<file path="config.mk">
export PLATFORM = sky130hd
export DESIGN_NAME = ccb_burst_ctrl
export DESIGN_NICKNAME = d
export VERILOG_FILES = /design/src/logic/ccb_burst_ctrl.v
export VERILOG_INCLUDE_DIRS = /design/src /design/src/logic
export SDC_FILE = /design/constraint.sdc
export NUM_CORES = 1
export LEC_CHECK = 0
export ABC_AREA = 0
export BUFFER_PORTS_ARGS = -buffer_cell sky130_fd_sc_hd__clkbuf_2
export CORE_MARGIN = 3
export CORE_UTILIZATION = 52
export DETAILED_ROUTE_END_ITERATION = 7
export PLACE_DENSITY = 0.8
export SLEW_MARGIN = 20
export SYNTH_ARGS = -nofsm -noshare
export SYNTH_HDL_FRONTEND = slang
export SYNTH_SLANG_ARGS = --single-unit
</file>
<file path="constraint.sdc">
create_clock -name core_clk -period 13.5 [get_ports core_clk]
set_clock_uncertainty 0.2 [all_clocks]
set_input_delay 1.35 -clock core_clk [delete_from_list [all_inputs] [get_ports core_clk]]
set_output_delay 1.35 -clock core_clk [all_outputs]
set_load 0.01 [all_outputs]
</file>
<file path="src/logic/ccb_map.vh">
// Constants for the burst-mode coulomb counter control block.
// Assumes a 100 MHz core clock; included by ccb_burst_ctrl.v and by the testbench.
`ifndef CCB_MAP_VH
`define CCB_MAP_VH

// ****************************************
// Register offsets (APB byte addresses)
// ****************************************
`define CCB_OFF_CONFIG    12'h004
`define CCB_OFF_CHARGE    12'h00C
`define CCB_OFF_STATUS    12'h010
`define CCB_OFF_IRQ_STAT  12'h014
`define CCB_OFF_IRQ_MASK  12'h018

// ****************************************
// Field positions and reset values
// ****************************************
`define CCB_CFG_PRESC_MSB 3
`define CCB_CFG_VSEL_LSB  4
`define CCB_CFG_VSEL_MSB  6
`define CCB_CFG_VOVR_BIT  7
`define CCB_CFG_RESET     8'h00
`define CCB_CHARGE_RESET  8'h00
`define CCB_IRQ_PG_RISE   0
`define CCB_IRQ_PG_FALL   1
`define CCB_IRQ_AC_OVF    2
`define CCB_IRQ_CNT_OVF   3
`define CCB_IRQ_WIDTH     4

// ****************************************
// Timing
// ****************************************
`define CCB_CLK_MHZ       100
`define CCB_TFS_NS        11740
`define CCB_TFS_CYCLES    ((`CCB_TFS_NS * `CCB_CLK_MHZ) / 1000)

`endif

</file>
<file path="src/logic/ccb_burst_ctrl.v">
// Burst cycle sequencer with coulomb counter and APB register file.
// Assumes comparator inputs are asynchronous and pass two flops; APB runs on core_clk.
// How it works
// - Select pins 001..111 map to rising voltages
// - Sleep only after both phases and zero current
// - Switch D off until output near 1.2V
// - Power good rises at first sleep entry
// - Power good falls at 92 percent droop
// - Close A,C to peak, then B,D to zero
// - Time charge phase against full-scale on time
// - Add 8-bit charge at each A,C turn-on
// - Adder carry advances the 42-bit counter
// - Counter holds while asleep
// - 50-bit chain, top 8 bits readable
// - Prescaler zero reads full-length chain top
// - Prescaler 0..15 in config low bits, default 0
// - Charge byte at 03h, read/write, resets 00h
//
// Chosen here: register access over APB and the address map.
`timescale 1ns/100ps
`include "ccb_map.vh"

module ccb_burst_ctrl #(
    parameter TFS_CYCLES = `CCB_TFS_CYCLES
) (
    input  wire        core_clk,
    input  wire        sys_rst,
    input  wire        psel,
    input  wire        penable,
    input  wire        pwrite,
    input  wire [11:0] paddr,
    input  wire [31:0] pwdata,
    output reg  [31:0] prdata,
    output wire        pready,
    output wire        pslverr,
    input  wire [2:0]  outSelPin,
    input  wire        sleepCmpIn,
    input  wire        peakCurrentLimitIn,
    input  wire        zeroCurrentThresholdIn,
    input  wire        startupDoneIn,
    input  wire        droopCmpIn,
    output reg         switchA,
    output reg         switchB,
    output reg         switchC,
    output reg         switchD,
    output reg         asleep,
    output reg         power_good_flag,
    output reg  [2:0]  voltSelect,
    output wire        irqOut
);

    // ****************************************
    // States and local constants
    // ****************************************
    localparam [1:0] ST_SLEEP  = 2'b00;
    localparam [1:0] ST_CHARGE = 2'b01;
    localparam [1:0] ST_DUMP   = 2'b10;
    localparam [2:0] V_2P5 = 3'd1, V_2P8 = 3'd2, V_3P0 = 3'd3, V_3P3 = 3'd4;
    localparam [2:0] V_3P6 = 3'd5, V_4P5 = 3'd6, V_5P0 = 3'd7, V_1P8 = 3'd0;

    // Maps a select code to the voltage index; identity by design
    function [2:0] volt_of;
        input [2:0] code;
        begin
            case (code)
                3'b001:  volt_of = V_2P5;
                3'b010:  volt_of = V_2P8;
                3'b011:  volt_of = V_3P0;
                3'b100:  volt_of = V_3P3;
                3'b101:  volt_of = V_3P6;
                3'b110:  volt_of = V_4P5;
                3'b111:  volt_of = V_5P0;
                default: volt_of = V_1P8;
            endcase
        end
    endfunction

    // ****************************************
    // Input synchronisers
    // ****************************************
    reg [7:0] syncA_reg;
    reg [7:0] syncB_reg;
    // Pins are asynchronous; first stage feeds only the second
    always @(posedge core_clk) begin
        syncA_reg <= {outSelPin, sleepCmpIn, peakCurrentLimitIn, zeroCurrentThresholdIn,
                      startupDoneIn, droopCmpIn};
        syncB_reg <= syncA_reg;
    end
    wire [2:0] selPinS  = syncB_reg[7:5];
    wire       sleepReq = syncB_reg[4];
    wire       atPeak   = syncB_reg[3];
    wire       atZero   = syncB_reg[2];
    wire       outUp    = syncB_reg[1];
    wire       droop    = syncB_reg[0];

    // ****************************************
    // Registers
    // ****************************************
    reg  [7:0]  config_reg;
    reg  [1:0]  state_reg;
    reg  [1:0]  state_next;
    reg  [13:0] onCnt_reg;
    reg         acOvf_reg;
    reg  [49:0] chain_reg;
    reg         chainOvf_reg;
    reg         slept_reg;
    reg  [3:0]  irqStat_reg;
    reg  [3:0]  irqMask_reg;

    wire [3:0] presc    = config_reg[`CCB_CFG_PRESC_MSB:0];
    wire       acStart  = (state_reg != ST_CHARGE) && (state_next == ST_CHARGE);
    wire       acEnd    = (state_reg == ST_CHARGE) && (state_next != ST_CHARGE);
    wire       wrEn     = psel && penable && pwrite;
    wire       rdEn     = psel && penable && !pwrite;

    // ****************************************
    // Burst sequencer
    // ****************************************
    // Sleep only from the dump phase once current is zero
    always @* begin
        state_next = state_reg;
        case (state_reg)
            ST_SLEEP:  if (!sleepReq) state_next = ST_CHARGE;
            ST_CHARGE: if (atPeak || onCnt_reg == TFS_CYCLES[13:0])
                           state_next = ST_DUMP;
            ST_DUMP:   if (atZero)
                           state_next = sleepReq ? ST_SLEEP : ST_CHARGE;
            default:   state_next = ST_SLEEP;
        endcase
    end

    always @(posedge core_clk) begin
        if (sys_rst) begin
            state_reg <= ST_SLEEP;
        end else begin
            state_reg <= state_next;
        end
    end

    // Switch drive registered; D held off until the output comes up
    always @(posedge core_clk) begin
        if (sys_rst) begin
            switchA <= 1'b0;
            switchB <= 1'b0;
            switchC <= 1'b0;
            switchD <= 1'b0;
            asleep  <= 1'b1;
        end else begin
            switchA <= (state_next == ST_CHARGE);
            switchC <= (state_next == ST_CHARGE);
            switchB <= (state_next == ST_DUMP);
            switchD <= (state_next == ST_DUMP) && outUp;
            asleep  <= (state_next == ST_SLEEP);
        end
    end

    // ****************************************
    // Charge measurement
    // ****************************************
    // Saturates at full scale and flags an on-time overflow
    always @(posedge core_clk) begin
        if (sys_rst) begin
            onCnt_reg <= 14'h0000;
            acOvf_reg <= 1'b0;
        end else begin
            acOvf_reg <= 1'b0;
            if (acStart) begin
                onCnt_reg <= 14'h0000;
            end else if (state_reg == ST_CHARGE && onCnt_reg != TFS_CYCLES[13:0]) begin
                onCnt_reg <= onCnt_reg + 14'h0001;
            end else if (state_reg == ST_CHARGE) begin
                acOvf_reg <= 1'b1;
            end
        end
    end

    // Ratio to full scale, as 8 bits (255 == full scale); quotient never tops 255
    wire [31:0] ratioWide = ({18'h0_0000, onCnt_reg} * 32'h0000_00FF) / TFS_CYCLES;
    wire [7:0]  chargeVal = ratioWide[7:0];
    reg  [7:0]  pendVal_reg;

    // ****************************************
    // Counter chain: 8-bit accumulator plus 42-bit ripple stage
    // ****************************************
    wire [8:0] accSum = {1'b0, chain_reg[7:0]} + {1'b0, pendVal_reg};
    wire [42:0] rippleInc = {1'b0, chain_reg[49:8]} + 43'h000_0000_0001;
    wire [5:0]  topLsb = 6'd42 - {2'b00, presc};
    wire [49:0] chainShift = chain_reg >> topLsb;
    wire [7:0]  chargeByte = chainShift[7:0];

    // Value measured in the last phase is added at the next A,C turn-on
    always @(posedge core_clk) begin
        if (sys_rst) begin
            chain_reg    <= 50'h0;
            pendVal_reg  <= 8'h00;
            chainOvf_reg <= 1'b0;
        end else begin
            chainOvf_reg <= 1'b0;
            if (acEnd) begin
                pendVal_reg <= chargeVal;
            end
            if (wrEn && paddr == `CCB_OFF_CHARGE) begin
                chain_reg <= {pwdata[7:0], 42'h0} >> presc;
            end else if (acStart) begin
                chain_reg[7:0] <= accSum[7:0];
                if (accSum[8]) begin
                    chain_reg[49:8] <= rippleInc[41:0];
                    chainOvf_reg    <= rippleInc[42];
                end
            end
        end
    end

    // ****************************************
    // Power good and voltage select
    // ****************************************
    always @(posedge core_clk) begin
        if (sys_rst) begin
            power_good_flag <= 1'b0;
            slept_reg       <= 1'b0;
            voltSelect      <= V_1P8;
        end else begin
            voltSelect <= config_reg[`CCB_CFG_VOVR_BIT] ?
                          volt_of(config_reg[`CCB_CFG_VSEL_MSB:`CCB_CFG_VSEL_LSB]) :
                          volt_of(selPinS);
            if (droop) begin
                power_good_flag <= 1'b0;
            end else if (!slept_reg && state_reg != ST_SLEEP && state_next == ST_SLEEP) begin
                power_good_flag <= 1'b1;
                slept_reg       <= 1'b1;
            end
        end
    end

    // ****************************************
    // APB slave and interrupts
    // ****************************************
    wire [3:0] irqEvt;
    assign irqEvt[`CCB_IRQ_PG_RISE] = !slept_reg && state_reg != ST_SLEEP && state_next == ST_SLEEP;
    assign irqEvt[`CCB_IRQ_PG_FALL] = droop && power_good_flag;
    assign irqEvt[`CCB_IRQ_AC_OVF]  = acOvf_reg;
    assign irqEvt[`CCB_IRQ_CNT_OVF] = chainOvf_reg;
    assign pready  = 1'b1;
    assign pslverr = 1'b0;
    assign irqOut  = |(irqStat_reg & irqMask_reg);

    // Set wins over write-one-to-clear in the same cycle
    always @(posedge core_clk) begin
        if (sys_rst) begin
            config_reg  <= `CCB_CFG_RESET;
            irqStat_reg <= 4'h0;
            irqMask_reg <= 4'h0;
        end else begin
            if (wrEn && paddr == `CCB_OFF_CONFIG) begin
                config_reg <= pwdata[7:0];
            end
            if (wrEn && paddr == `CCB_OFF_IRQ_MASK) begin
                irqMask_reg <= pwdata[3:0];
            end
            irqStat_reg <= (irqStat_reg & ~((wrEn && paddr == `CCB_OFF_IRQ_STAT) ?
                            pwdata[3:0] : 4'h0)) | irqEvt;
        end
    end

    // Read data registered in the setup cycle (psel high, penable low); unmapped reads zero
    always @(posedge core_clk) begin
        if (sys_rst) begin
            prdata <= 32'h0000_0000;
        end else if (psel && !penable && !pwrite) begin
            case (paddr)
                `CCB_OFF_CONFIG:   prdata <= {24'h00_0000, config_reg};
                `CCB_OFF_CHARGE:   prdata <= {24'h00_0000, chargeByte};
                `CCB_OFF_STATUS:   prdata <= {26'h000_0000, asleep, power_good_flag,
                                              voltSelect, 1'b0};
                `CCB_OFF_IRQ_STAT: prdata <= {28'h000_0000, irqStat_reg};
                `CCB_OFF_IRQ_MASK: prdata <= {28'h000_0000, irqMask_reg};
                default:           prdata <= 32'h0000_0000;
            endcase
        end
    end

endmodule

</file>
==> results.cfg <==
[run_status]
status = finished with violations
violations = DRC, setup timing

[timing]
setup_ws_ns = -1.217
period_needed_ns = 14.72
tightest_slew_ns = 1.059
hold_viol = 0
slew_violations = 0
worst_hold_slack_ns = 0.1263
min_period_over_period_pct = 109.0
rsz0062_at_grt = yes
setup-violations-final = 2
slew-limit-headroom_pct = 29.14
timing.fmax_mhz = 67.95

[clocking]
clockRootBuffer = clkbuf_16
htreeDepth = 4
cts_hold_buf = 0
clkLatencyLatePin_ns = 0.43
cts_buffers = 17
clk_pin_slew_ns = 0.06
cts_tree = yes
clock_path_buffers = 2
cts_sinks = 125

[drt]
routed_wl_um = 56660
dr.pass1.iters = 8
drt_iter0_markers = 2281
vias = 18753
drc = 4
ant_nets = 0
via_per_inst = 6.385
wl_per_cell_um = 19.29

[hold_path]
hold_class = register to register

[place]
dpl_cell_area_sq_um = 20150
portBuffers = 50
post-dp-hpwl_um = 38890
place_congestion = 0.9411
dpl.cell_count = 2860
place_ws_ns = -0.8932

[setup_path]
crit-reg2reg-capture = pendVal_reg[0]
ff2ff_path_depth = 58
cp-end-kind = register
worstPathArrival_ns = 14.87
r2r-start = onCnt_reg[5]
crit_start = onCnt_reg[5]
required_ns = 13.66
crit_top_cell = buf_4
crit_path_end = pendVal_reg[0]
crit_slowest_cell = fa_2
critPathMaxFanout = 9
worst_setup_path_start_kind = register
path_class = register to register
max_stage_delay_ns = 0.63
ff2ff_setup_slack_ns = -1.22

[pwr]
finalPower_uw = 992.5
cellLeakagePower_nw = 9.513
ir_drop_v = 0.00008980
pwr_density_cell_nw_per_um2 = 44.84

[floorplanning]
core_sq_um = 29950
die_h_um = 181.3
die-area_sq_um = 32870
io-pin-count = 101
fp.dieW_um = 181.3
rows = 63
initial_core_util_pct = 53.35

[synth]
ys_types = 132
synth-seq-area-share_pct = 15.66
syn_area_per_cell_sq_um = 7.884
ys_async_sr_fraction_pct = 0
synth-main-ff-cell = dfxtp_1
syn_inst = 2027
synth_edf_count = 0
netlist_area_sq_um = 15980
yosys_warnings = 0
ys_ff_latch = 125

[grt]
overflow = 0
gr-usage-all-layers_pct = 29.53
grt_pass1_vias = 17483
grt_max_degree = 68
antenna_found_initial = 0
grt_first_pass_wirelength_um = 83390

[finish]
drive_above_1_share_pct = 35.89
num_antenna_cells = 0
nFillCells = 1950
synthToLayoutAreaGrowth_pct = 38.51
largest_register_ffs = 50
fin_nets = 2721
layout_common_cells = buf_4 (519), nor2_1 (221), nand2_1 (142), inv_1 (112)
fin_cells = 2937
final_common_cell = buf_4
final_area_sq_um = 22140

[job]
drv_cap = 0
[power by group]
part	internal [mW]	leakage, nW	switching (mW)	total [mW]
Sequential	0.374	1.03	0.00416	0.378
Clock	0.338	0.320	0.180	0.518
Combinational	0.0367	8.17	0.0597	0.0964
[kinds of logic after synthesis]
logic type | count (synthesis) | share of synthesized area, %
and+or+nand+nor | 701 | 21.68
AOI/OAI and AO/OA | 612 | 28.04
buffers and inverters | 227 | 6.506
adders and majority gates | 135 | 13.36
DFF | 125 | 15.66
xor gates and xnor gates | 116 | 6.639
muxes | 109 | 8.064
other | 2 | 0.04699
[synthesized netlist by cell type (45+ instances only)]
| cell type | instances | area share, % |
|---|---|---|
| xnor2_1 | 74 | 4.1 |
| inv_1 | 112 | 2.6 |
| fa_1 | 61 | 7.6 |
| o21ai_0 | 102 | 3.2 |
| mux2i_1 | 70 | 4.4 |
| nand3_1 | 71 | 2.2 |
| nor2_1 | 229 | 5.4 |
| nor3_1 | 45 | 1.4 |
| nand2_1 | 147 | 3.5 |
| dfxtp_1 | 125 | 16 |
| ha_1 | 69 | 5.4 |
| clkbuf_1 | 49 | 1.2 |
| a21oi_1 | 129 | 4.0 |
[worst min-delay path by stage]
stage	endpoint	from	slack [ns]	depth (start not counted)
3_3_place_gp	syncB_reg[3]	syncA_reg[3]	0.11	0
5_1_grt	syncB_reg[6]	syncA_reg[6]	0.13	0
2_1_floorplan	syncB_reg[0]	syncA_reg[0]	0.11	0
4_1_cts	syncB_reg[1]	syncA_reg[1]	0.13	0
3_5_place_dp	syncB_reg[1]	syncA_reg[1]	0.11	0
6_report	syncB_reg[1]	syncA_reg[1]	0.13	0
[metal layers]
metal	vias up	part of all wire [%]	global-route usage (%)
met1	8867	38	37.80
met5	-	0	0
met2	1171	49	51.66
met3	265	7.9	3.181
li1	8450	-	-
met4	0	4.8	10.36
[critical path: cells and delay by family (launching register included)]
family          cells  cell delay [ns]
compound gates     28             6.72
fa+ha+maj           5             2.63
buf+inv            14             1.91
flops               1             0.37
mux                 1             0.33
simple gates       10             2.42
[final cells by class]
type / instances / area (sq um) / area share (%)
Tap cell: 390 / 488.0 / 2.204
Clock buffer: 19 / 452.9 / 2.046
Sequential cell: 125 / 2540 / 11.47
Inverter: 114 / 427.9 / 1.933
Timing Repair Buffer: 577 / 4237 / 19.14
Multi-Input combinational cell: 1699 / 13780 / 62.25
Clock inverter: 13 / 211.5 / 0.9552
[what timing repair did]
item	in CTS	in global routing
pin swaps	15	81
endpoints found under the setup margin	2	2
gates resized for setup	41	151
hold endpoints to repair	0	0
gates cloned	0	1
buffers inserted	6	38
[per-stage QoR]
stage               utilization (%)  setup TNS [ns]
detailed placement            67.27          -1.209
finish                        73.90          -1.740
global placement              67.27         -0.4788
floorplan                         -               0
global route                  73.90          -2.435
CTS                           70.24         -0.6406
Power figures use the tool's default switching activity.
